--- src/rtl/cdncs_defines.svh ---
// Offsets, field positions, reset values and timing for the node config block.
`ifndef CDNCS_DEFINES_SVH
`define CDNCS_DEFINES_SVH

`define CDNCS_ADDR_W          5
`define CDNCS_REG_CONFIG      5'h00
`define CDNCS_REG_NMT_CMD     5'h04
`define CDNCS_REG_OUT_CMD     5'h08
`define CDNCS_REG_POLARITY    5'h0c
`define CDNCS_REG_DRIVE       5'h10
`define CDNCS_REG_IRQ_STATUS  5'h14
`define CDNCS_REG_IRQ_MASK    5'h18
`define CDNCS_REG_ERR_STATE   5'h1c

`define CDNCS_CFG_ID_LSB      0
`define CDNCS_CFG_FW_BIT      7
`define CDNCS_CFG_VALID_BIT   8
`define CDNCS_CFG_PAIR_BIT    9
`define CDNCS_CFG_RATE_LSB    10
`define CDNCS_CFG_NMT_LSB     16

`define CDNCS_NMT_START       8'h01
`define CDNCS_NMT_STOP        8'h02
`define CDNCS_NMT_PREOP       8'h80
`define CDNCS_NMT_RESET_NODE  8'h81
`define CDNCS_NMT_RESET_COMM  8'h82

`define CDNCS_IRQ_PAIR        0
`define CDNCS_IRQ_BUS_OFF     1
`define CDNCS_IRQ_GUARD       2
`define CDNCS_IRQ_WARNING     3
`define CDNCS_IRQ_W           4

`define CDNCS_RATE_PAIR_BIT   3
`define CDNCS_DIGIT_MAX       4'h9

`define CDNCS_POLARITY_RST    16'h0000
`define CDNCS_OUT_RST         16'h0000
`define CDNCS_IRQ_MASK_RST    4'h0

`define CDNCS_CLK_HZ          50000000
`define CDNCS_LED_PHASE_MS    200
`define CDNCS_PHASE_CYCLES    (`CDNCS_CLK_HZ / 1000 * `CDNCS_LED_PHASE_MS)
`define CDNCS_SINGLE_PHASES   3'h6
`define CDNCS_DOUBLE_PHASES   3'h7

`endif

--- src/rtl/cdncs_pkg.sv ---
// Types shared by the node configuration and status block.
`include "cdncs_defines.svh"

package cdncs_pkg;

	typedef enum logic [3:0] {
		NMT_OFF     = 4'b0001,
		NMT_STOPPED = 4'b0010,
		NMT_PREOP   = 4'b0100,
		NMT_OPER    = 4'b1000
	} cdncs_nmt_t;

	typedef struct packed {
		cdncs_nmt_t  nmt;
		logic [6:0]  node_id;
		logic        fw_update;
		logic        id_valid;
		logic        pair_mode;
		logic [2:0]  rate_idx;
		logic [15:0] out_val;
		logic [15:0] polarity;
		logic [15:0] drive;
		logic [3:0]  irq_st;
		logic [3:0]  irq_mask;
		logic [2:0]  err_prev;
		logic        ack;
		logic [31:0] rdata;
		logic [23:0] tick_cnt;
		logic [2:0]  seq_single;
		logic [2:0]  seq_double;
		logic        blink;
		logic        run_led;
		logic        err_led;
		logic        supply;
	} cdncs_state_t;

endpackage

--- src/rtl/cdncs_top.sv ---
// Node identity, bit rate, pair mode, outputs and indicators of the node.
//
// What this block does
// - Node id from tens and units switches.
// - Rate switch 0-7 normal, 8-F pair mode.
// - Switch position selects the CAN bit rate.
// - Pair mode mirrors partner input channels onto outputs.
// - Pair mode enters Operational without start command.
// - Run indicator shows the network state.
// - Error indicator shows warning, guarding, bus-off.
// - Channel indicator follows the real drive level.
// - Outputs react within 50 and 100 us.
// - Sixteen sink outputs with selectable polarity.
// - Ids up to 99; id 0 means firmware update.
`timescale 1ns/1ps
`default_nettype none
`include "cdncs_defines.svh"

module cdncs_top #(
	parameter int PHASE_CYCLES = `CDNCS_PHASE_CYCLES,
	parameter int CHANNELS     = 16
) (
	input  wire logic                     CLK_I,
	input  wire logic                     RESET_I,
	input  wire logic [`CDNCS_ADDR_W-1:0] AVS_ADDRESS_I,
	input  wire logic                     AVS_READ_I,
	input  wire logic                     AVS_WRITE_I,
	input  wire logic [31:0]              AVS_WRITEDATA_I,
	input  wire logic [3:0]               AVS_BYTEENABLE_I,
	output logic      [31:0]              AVS_READDATA_O,
	output logic                          AVS_WAITREQUEST_O,
	output logic                          IRQ_O,
	input  wire logic [3:0]               ID_TENS_SW_I,
	input  wire logic [3:0]               ID_UNITS_SW_I,
	input  wire logic [3:0]               RATE_SW_I,
	input  wire logic [CHANNELS-1:0]      PAIR_INPUT_CHANNEL_I,
	input  wire logic                     PAIR_INPUT_VALID_I,
	input  wire logic                     ERR_WARNING_I,
	input  wire logic                     GUARD_FAIL_I,
	input  wire logic                     BUS_OFF_I,
	output logic      [6:0]               NODE_ID_O,
	output logic                          FW_UPDATE_O,
	output logic                          PAIR_MODE_O,
	output logic      [9:0]               BIT_RATE_KBPS_O,
	output logic      [3:0]               NMT_STATE_O,
	output logic      [CHANNELS-1:0]      OUT_CHANNEL_O,
	output logic      [CHANNELS-1:0]      OUT_LED_O,
	output logic                          RUN_LED_O,
	output logic                          ERR_LED_O,
	output logic                          SUPPLY_INDICATOR_O
);

	cdncs_pkg::cdncs_state_t s_reg;
	cdncs_pkg::cdncs_state_t s_next;

	logic                req;
	logic                take;
	logic                tick;
	logic [2:0]          err_now;
	logic [2:0]          err_rise;
	logic [3:0]          events;
	logic [3:0]          irq_clear;
	logic [6:0]          id_calc;
	logic [31:0]         rd_mux;

	// Bit rate in kbps for each switch position, pair or normal.
	function automatic logic [9:0] rate_kbps(input logic [2:0] idx);
		case (idx)
			3'h0:    rate_kbps = 10'd10;
			3'h1:    rate_kbps = 10'd20;
			3'h2:    rate_kbps = 10'd50;
			3'h3:    rate_kbps = 10'd125;
			3'h4:    rate_kbps = 10'd250;
			3'h5:    rate_kbps = 10'd500;
			3'h6:    rate_kbps = 10'd800;
			default: rate_kbps = 10'd1000;
		endcase
	endfunction

	// Merges the two low byte lanes of a write into a 16-bit field.
	function automatic logic [15:0] merge16(
		input logic [15:0] old,
		input logic [31:0] wdata,
		input logic [3:0]  be
	);
		merge16 = old;
		if (be[0]) begin
			merge16[7:0] = wdata[7:0];
		end
		if (be[1]) begin
			merge16[15:8] = wdata[15:8];
		end
	endfunction

	assign req  = AVS_READ_I | AVS_WRITE_I;
	assign take = req & s_reg.ack;
	assign tick = (s_reg.tick_cnt == 24'(PHASE_CYCLES - 1));

	assign err_now  = {BUS_OFF_I, GUARD_FAIL_I, ERR_WARNING_I};
	assign err_rise = err_now & ~s_reg.err_prev;
	assign id_calc  = 7'(ID_TENS_SW_I) * 7'h0a + 7'(ID_UNITS_SW_I);

	always_comb begin
		events = 4'h0;
		events[`CDNCS_IRQ_WARNING] = err_rise[0];
		events[`CDNCS_IRQ_GUARD]   = err_rise[1];
		events[`CDNCS_IRQ_BUS_OFF] = err_rise[2];
		events[`CDNCS_IRQ_PAIR]    = s_reg.pair_mode & PAIR_INPUT_VALID_I
			& (s_reg.nmt == cdncs_pkg::NMT_OPER);
	end

	always_comb begin
		irq_clear = 4'h0;
		if (take && AVS_WRITE_I && AVS_BYTEENABLE_I[0]
			&& AVS_ADDRESS_I == `CDNCS_REG_IRQ_STATUS) begin
			irq_clear = AVS_WRITEDATA_I[3:0];
		end
	end

	always_comb begin
		rd_mux = 32'h0000_0000;
		case (AVS_ADDRESS_I)
			`CDNCS_REG_CONFIG: begin
				rd_mux[`CDNCS_CFG_ID_LSB +: 7]   = s_reg.node_id;
				rd_mux[`CDNCS_CFG_FW_BIT]        = s_reg.fw_update;
				rd_mux[`CDNCS_CFG_VALID_BIT]     = s_reg.id_valid;
				rd_mux[`CDNCS_CFG_PAIR_BIT]      = s_reg.pair_mode;
				rd_mux[`CDNCS_CFG_RATE_LSB +: 3] = s_reg.rate_idx;
				rd_mux[`CDNCS_CFG_NMT_LSB +: 4]  = s_reg.nmt;
			end
			`CDNCS_REG_OUT_CMD:    rd_mux[15:0] = s_reg.out_val;
			`CDNCS_REG_POLARITY:   rd_mux[15:0] = s_reg.polarity;
			`CDNCS_REG_DRIVE:      rd_mux[15:0] = s_reg.drive;
			`CDNCS_REG_IRQ_STATUS: rd_mux[3:0]  = s_reg.irq_st;
			`CDNCS_REG_IRQ_MASK:   rd_mux[3:0]  = s_reg.irq_mask;
			`CDNCS_REG_ERR_STATE:  rd_mux[2:0]  = s_reg.err_prev;
			default:               rd_mux = 32'h0000_0000;
		endcase
	end

	always_comb begin
		s_next = s_reg;
		s_next.supply = 1'b1;

		// Switches are sampled every cycle; the rest of the block reads the
		// registered copy so that all decisions see one consistent setting.
		s_next.node_id   = id_calc;
		s_next.id_valid  = (ID_TENS_SW_I <= `CDNCS_DIGIT_MAX)
			&& (ID_UNITS_SW_I <= `CDNCS_DIGIT_MAX);
		s_next.fw_update = (id_calc == 7'h00);
		s_next.pair_mode = RATE_SW_I[`CDNCS_RATE_PAIR_BIT];
		s_next.rate_idx  = RATE_SW_I[2:0];

		// Bus handshake: one wait cycle, read data captured before the answer.
		s_next.ack = req & ~s_reg.ack;
		if (req && !s_reg.ack) begin
			s_next.rdata = AVS_READ_I ? rd_mux : 32'h0000_0000;
		end

		// Network state.
		if (!s_reg.id_valid || s_reg.fw_update) begin
			s_next.nmt = cdncs_pkg::NMT_OFF;
		end else begin
			case (s_reg.nmt)
				cdncs_pkg::NMT_OFF: begin
					s_next.nmt = cdncs_pkg::NMT_PREOP;
				end
				cdncs_pkg::NMT_STOPPED, cdncs_pkg::NMT_PREOP,
				cdncs_pkg::NMT_OPER: begin
					if (take && AVS_WRITE_I && AVS_BYTEENABLE_I[0]
						&& AVS_ADDRESS_I == `CDNCS_REG_NMT_CMD) begin
						case (AVS_WRITEDATA_I[7:0])
							`CDNCS_NMT_START:
								s_next.nmt = cdncs_pkg::NMT_OPER;
							`CDNCS_NMT_STOP:
								s_next.nmt = cdncs_pkg::NMT_STOPPED;
							`CDNCS_NMT_PREOP, `CDNCS_NMT_RESET_NODE,
							`CDNCS_NMT_RESET_COMM:
								s_next.nmt = cdncs_pkg::NMT_PREOP;
							default:
								s_next.nmt = s_reg.nmt;
						endcase
					end
					if (s_reg.pair_mode) begin
						s_next.nmt = cdncs_pkg::NMT_OPER;
					end
				end
				default: begin
					s_next.nmt = cdncs_pkg::NMT_OFF;
				end
			endcase
		end

		// Output commands: from software in normal mode, from the partner
		// input module in pair mode. Only accepted while Operational.
		if (s_reg.nmt == cdncs_pkg::NMT_OPER) begin
			if (s_reg.pair_mode) begin
				if (PAIR_INPUT_VALID_I) begin
					s_next.out_val = PAIR_INPUT_CHANNEL_I;
				end
			end else if (take && AVS_WRITE_I
				&& AVS_ADDRESS_I == `CDNCS_REG_OUT_CMD) begin
				s_next.out_val = merge16(s_reg.out_val, AVS_WRITEDATA_I,
					AVS_BYTEENABLE_I);
			end
		end
		if (take && AVS_WRITE_I && AVS_ADDRESS_I == `CDNCS_REG_POLARITY) begin
			s_next.polarity = merge16(s_reg.polarity, AVS_WRITEDATA_I,
				AVS_BYTEENABLE_I);
		end
		// The drive level follows one cycle after out_val, two cycles after the command,
		// far inside both reaction limits.
		s_next.drive = s_reg.out_val ^ s_reg.polarity;

		// Interrupt status: a new event wins over a clear in the same cycle.
		s_next.irq_st = (s_reg.irq_st & ~irq_clear) | events;
		if (take && AVS_WRITE_I && AVS_BYTEENABLE_I[0]
			&& AVS_ADDRESS_I == `CDNCS_REG_IRQ_MASK) begin
			s_next.irq_mask = AVS_WRITEDATA_I[3:0];
		end
		s_next.err_prev = err_now;

		// Indicator timebase: 200 ms phases.
		s_next.tick_cnt = tick ? 24'h00_0000 : s_reg.tick_cnt + 24'h00_0001;
		if (tick) begin
			s_next.blink = ~s_reg.blink;
			s_next.seq_single = (s_reg.seq_single == `CDNCS_SINGLE_PHASES - 3'h1)
				? 3'h0 : s_reg.seq_single + 3'h1;
			s_next.seq_double = (s_reg.seq_double == `CDNCS_DOUBLE_PHASES)
				? 3'h0 : s_reg.seq_double + 3'h1;
		end

		case (s_reg.nmt)
			cdncs_pkg::NMT_STOPPED: s_next.run_led = (s_reg.seq_single == 3'h0);
			cdncs_pkg::NMT_PREOP:   s_next.run_led = s_reg.blink;
			cdncs_pkg::NMT_OPER:    s_next.run_led = 1'b1;
			default:                s_next.run_led = 1'b0;
		endcase

		if (s_reg.err_prev[2]) begin
			s_next.err_led = 1'b1;
		end else if (s_reg.err_prev[1]) begin
			s_next.err_led = (s_reg.seq_double == 3'h0)
				|| (s_reg.seq_double == 3'h2);
		end else if (s_reg.err_prev[0]) begin
			s_next.err_led = (s_reg.seq_single == 3'h0);
		end else begin
			s_next.err_led = 1'b0;
		end
	end

	always_ff @(posedge CLK_I or posedge RESET_I) begin
		if (RESET_I) begin
			s_reg            <= '0;
			s_reg.nmt        <= cdncs_pkg::NMT_OFF;
			s_reg.out_val    <= `CDNCS_OUT_RST;
			s_reg.polarity   <= `CDNCS_POLARITY_RST;
			s_reg.irq_mask   <= `CDNCS_IRQ_MASK_RST;
		end else begin
			s_reg <= s_next;
		end
	end

	assign AVS_READDATA_O     = s_reg.rdata;
	assign AVS_WAITREQUEST_O  = req & ~s_reg.ack;
	assign IRQ_O              = |(s_reg.irq_st & s_reg.irq_mask);
	assign NODE_ID_O          = s_reg.node_id;
	assign FW_UPDATE_O        = s_reg.fw_update;
	assign PAIR_MODE_O        = s_reg.pair_mode;
	assign BIT_RATE_KBPS_O    = rate_kbps(s_reg.rate_idx);
	assign NMT_STATE_O        = s_reg.nmt;
	assign OUT_CHANNEL_O      = s_reg.drive;
	assign OUT_LED_O          = s_reg.drive;
	assign RUN_LED_O          = s_reg.run_led;
	assign ERR_LED_O          = s_reg.err_led;
	assign SUPPLY_INDICATOR_O = s_reg.supply;

endmodule

`default_nettype wire

--- config.mk ---
export PLATFORM = sky130hd
export DESIGN_NAME = cdncs_top
export DESIGN_NICKNAME = d
export VERILOG_FILES = /design/src/rtl/cdncs_pkg.sv /design/src/rtl/cdncs_top.sv
export VERILOG_INCLUDE_DIRS = /design/src /design/src/rtl
export SDC_FILE = /design/constraint.sdc
export NUM_CORES = 1
export LEC_CHECK = 0
export ABC_AREA = 1
export BUFFER_PORTS_ARGS = -buffer_cell sky130_fd_sc_hd__buf_2
export CORE_MARGIN = 4
export CORE_UTILIZATION = 28
export CTS_CLUSTER_SIZE = 14
export DETAILED_ROUTE_END_ITERATION = 7
export GPL_ROUTABILITY_DRIVEN = 0
export PLACE_DENSITY = 0.57
export SLEW_MARGIN = 25
export SYNTH_ARGS = -nofsm -noshare
export SYNTH_HDL_FRONTEND = slang
export SYNTH_SLANG_ARGS = --single-unit
--- constraint.sdc ---
create_clock -name CLK_I -period 11.35 [get_ports CLK_I]
set_clock_uncertainty 0.15 [all_clocks]
set_input_delay 0.5675 -clock CLK_I [delete_from_list [all_inputs] [get_ports CLK_I]]
set_output_delay 0.5675 -clock CLK_I [all_outputs]
set_load 0.02 [all_outputs]
==> flow_metrics.env <==
export IMPL_clkSlewWorstSetupHoldPaths_ps=60
export IMPL_num_rows=59
export IMPL_synth_most_common_cell="nand2_1"
export IMPL_slew_headroom_pct=39.8
export IMPL_final_seq_area_um2=3280
export IMPL_htreeDepth=4
export IMPL_wire_per_inst_um=14.5
export IMPL_synth_cell_types=41
export IMPL_p_comb_share_pct=12.5
export IMPL_ant_nets=0
export IMPL_met1_usage_pct=17.9
export IMPL_cp_end_kind="register"
export IMPL_ys_seq_elements=131
export IMPL_multi_input_comb_area_um2=3120
export IMPL_hold_buffers=0
export IMPL_vias=5972
export IMPL_drtPass1Iterations=7
export IMPL_die_h_um=170
export IMPL_cts_made_buffers=17
export IMPL_synth_warnings=0
export IMPL_cpPeakStageDelay_ps=430
export IMPL_setup_slack_ps=9140
export IMPL_cts_sinks=131
export IMPL_grt_remaining_overflow=0
export IMPL_grt_use_met3_pct=3.62
export IMPL_final_hold_viol_count=0
export IMPL_ir_worst_vdd_mv=0.0905
export IMPL_io_buffers=138
export IMPL_min_period_over_period_pct=19.5
export IMPL_coreArea_um2=26000
export IMPL_nets=1100
export IMPL_use_met2_pct=22.6
export IMPL_tritoncts="done"
export IMPL_worstMarginPinSlew_ps=903
export IMPL_seqPwrFrac_pct=40.5
export IMPL_yosys_top_cells_count="nand2_1 (293), dfrtp_1 (130), inv_1 (85), nor2_1 (85), buf_4 (79)"
export IMPL_rsz0062_at_grt="no"
export IMPL_max_cap_violations=0
export IMPL_fin_cells=1360
export IMPL_critPathLaunchType="register"
export IMPL_die_w_um=170
export IMPL_clk_latency_ps=430
export IMPL_synthFlopType="dfrtp_1"
export IMPL_cpLargestDelayFamily="simple AND/OR/NAND/NOR gates"
export IMPL_syn_area_um2=7390
export IMPL_drv_slew=0
export IMPL_fin_crit_ps=2210
export IMPL_antenna_found_initial=3
export IMPL_synth_edf_count=0
export IMPL_boundaryPins=169
export IMPL_powerDensity_nw_per_um2=151
export IMPL_dieArea_um2=29000
export IMPL_cp_arrival_ps=2350
export IMPL_worstSetupPathType="register to register"
export IMPL_cts_buffer_depth=2
export IMPL_drc=0
export IMPL_leakage_uw=0.00452
export IMPL_fill_cells=2790
export IMPL_clockRootBuffer="clkbuf_16"
export IMPL_internal_power_uw=924
export IMPL_grt_pass1_wl_um=31300
export IMPL_p_switching_uw=363
export IMPL_hold_path_class="input pin to asynchronous set/reset pin"
export IMPL_largest_register_ffs=79
export IMPL_drt_iter0_markers=459
export IMPL_cts_setup_buffers=0
export IMPL_hpwl_um=14800
export IMPL_drive_above_1_share_pct=21.4
export IMPL_synth_area_leader_cell="dfrtp_1"
export IMPL_floorplan_initialDensity_pct=28.4
export IMPL_slowest_stage="dfrtp_1"
export IMPL_setup_viol=0
export IMPL_syn_area_per_cell_um2=7.91
export IMPL_netlist_instances=934
export IMPL_syn_to_final_growth_pct=15.2
export IMPL_path_cells="ha_1, nand2_2, nor2_4, nand2_2, nor3_4, nand2_2, inv_1, nor2_1"
export IMPL_yosysTopAreaCellShare_pct=44.0
export IMPL_switching_share_pct=28.2
export IMPL_drt_total_wl_um=19700
export IMPL_async_flop_share_pct=100
export IMPL_cp_max_fo=13
export IMPL_fmax_ghz=0.453
export IMPL_fin_tns_setup_ps=0
export IMPL_grt_pass1_vias=5795
export IMPL_via_per_inst=4.39
export IMPL_pwr_share_clk_pct=47.1
export IMPL_grt_max_degree=71
export IMPL_worstPathRequired_ps=11500
export IMPL_grt_util_all_layers_pct=13.8
export IMPL_dp_cells=1326
export IMPL_dp_slack_ps=8680
export IMPL_critical_path_n_buffers_inverters=1
export IMPL_seq_area_frac_synth_pct=44.4
export IMPL_utilization_pct=32.7
export IMPL_power_uw=1290
export IMPL_synthTopCellsByArea="dfrtp_1 (44%), nand2_1 (15%), buf_4 (8.0%)"
export IMPL_grt_busiest_layer="met2"
export IMPL_cpMostUsedCell="nand2_2"
export IMPL_post_cts_resized=0
export IMPL_status="completed"
final cells by class:
class | instances | share of cell area [%]
Multi-Input combinational cell | 631 | 36.7
Clock buffer | 19 | 5.21
Inverter | 89 | 3.98
Sequential cell | 131 | 38.5
Antenna cell | 2 | 0.0588
Tap cell | 335 | 4.93
Timing Repair Buffer | 140 | 8.29
Clock inverter | 13 | 2.31
layout by cell type, fill, tap and decap left out, types with 2 or more instances in the layout:
cell type,instances
nor4_1,2
inv_1,84
nand2_2,6
o21ai_1,4
buf_4,2
nand4_1,20
nor3_1,10
o21ai_0,41
nor3_4,2
nor2_1,85
nand2_1,293
clkbuf_16,17
ha_1,11
o21ai_2,19
nor2_2,3
dfrtp_1,130
conb_1,13
xor2_1,27
nor2_4,3
nand3_2,3
xnor2_1,5
inv_2,3
buf_2,138
clkinv_4,2
nand3_1,60
or2_2,3
inv_6,5
bufinv_16,4
fa_1,2
a21oi_1,9
diode_2,2
metal layers:
metal  up-vias  wire (um)
met4         2        204
met5         -          7
met1      2794       8820
met3        19       1240
li1       3018          -
met2       139       9480
final timing paths:
check | start | end | slack (ps) | cells past startpoint
max | s_reg[10] | s_reg[30] | 9140 | 8
min | RESET_I | SUPPLY_INDICATOR_O | 50 | 2
max reg2reg | s_reg[10] | s_reg[30] | 9140 | 8
min reg2reg | s_reg[114] | OUT_CHANNEL_O[4] | 320 | 1
max in group asynchronous | RESET_I | NODE_ID_O[4] | 9620 | 3
min in group CLK_I | RATE_SW_I[3] | PAIR_MODE_O | 100 | 1
worst register-to-register path, delay by kind of cell, from the launching register on:
kind,cells,cell delay (ps)
flip-flops,1,430
buffers and inverters,1,320
adder cells (fa/ha/maj),1,220
AND/OR/NAND/NOR,6,960
cell families after synthesis:
| logic type | count (synthesis) | synth area share, % |
|---|---|---|
| adder cells (fa/ha/maj) | 13 | 2.41 |
| AO/OA/AOI/OAI | 77 | 6.33 |
| XOR/XNOR | 32 | 3.79 |
| buffers and inverters | 183 | 13.9 |
| flip-flops | 131 | 44.4 |
| AND/OR/NAND/NOR | 496 | 29.1 |
| other | 2 | 0.102 |
power groups by stage:
stage	sequential (uW)	combinational (uW)	clock [uW]
floorplan	521	141	0
global placement	528	162	0
detailed placement	529	164	0
CTS	521	164	617
global route	525	179	638
finish	521	161	605
metrics by stage:
step                      hold slack, ps  instance area, um2
after CTS                           81.2                8500
after floorplan                      288                7430
after global placement               295                7870
after global routing                81.2                8510
final                               51.1                8510
after detailed placement             305                7870
No activity file was read; power rests on OpenSTA's default activity.
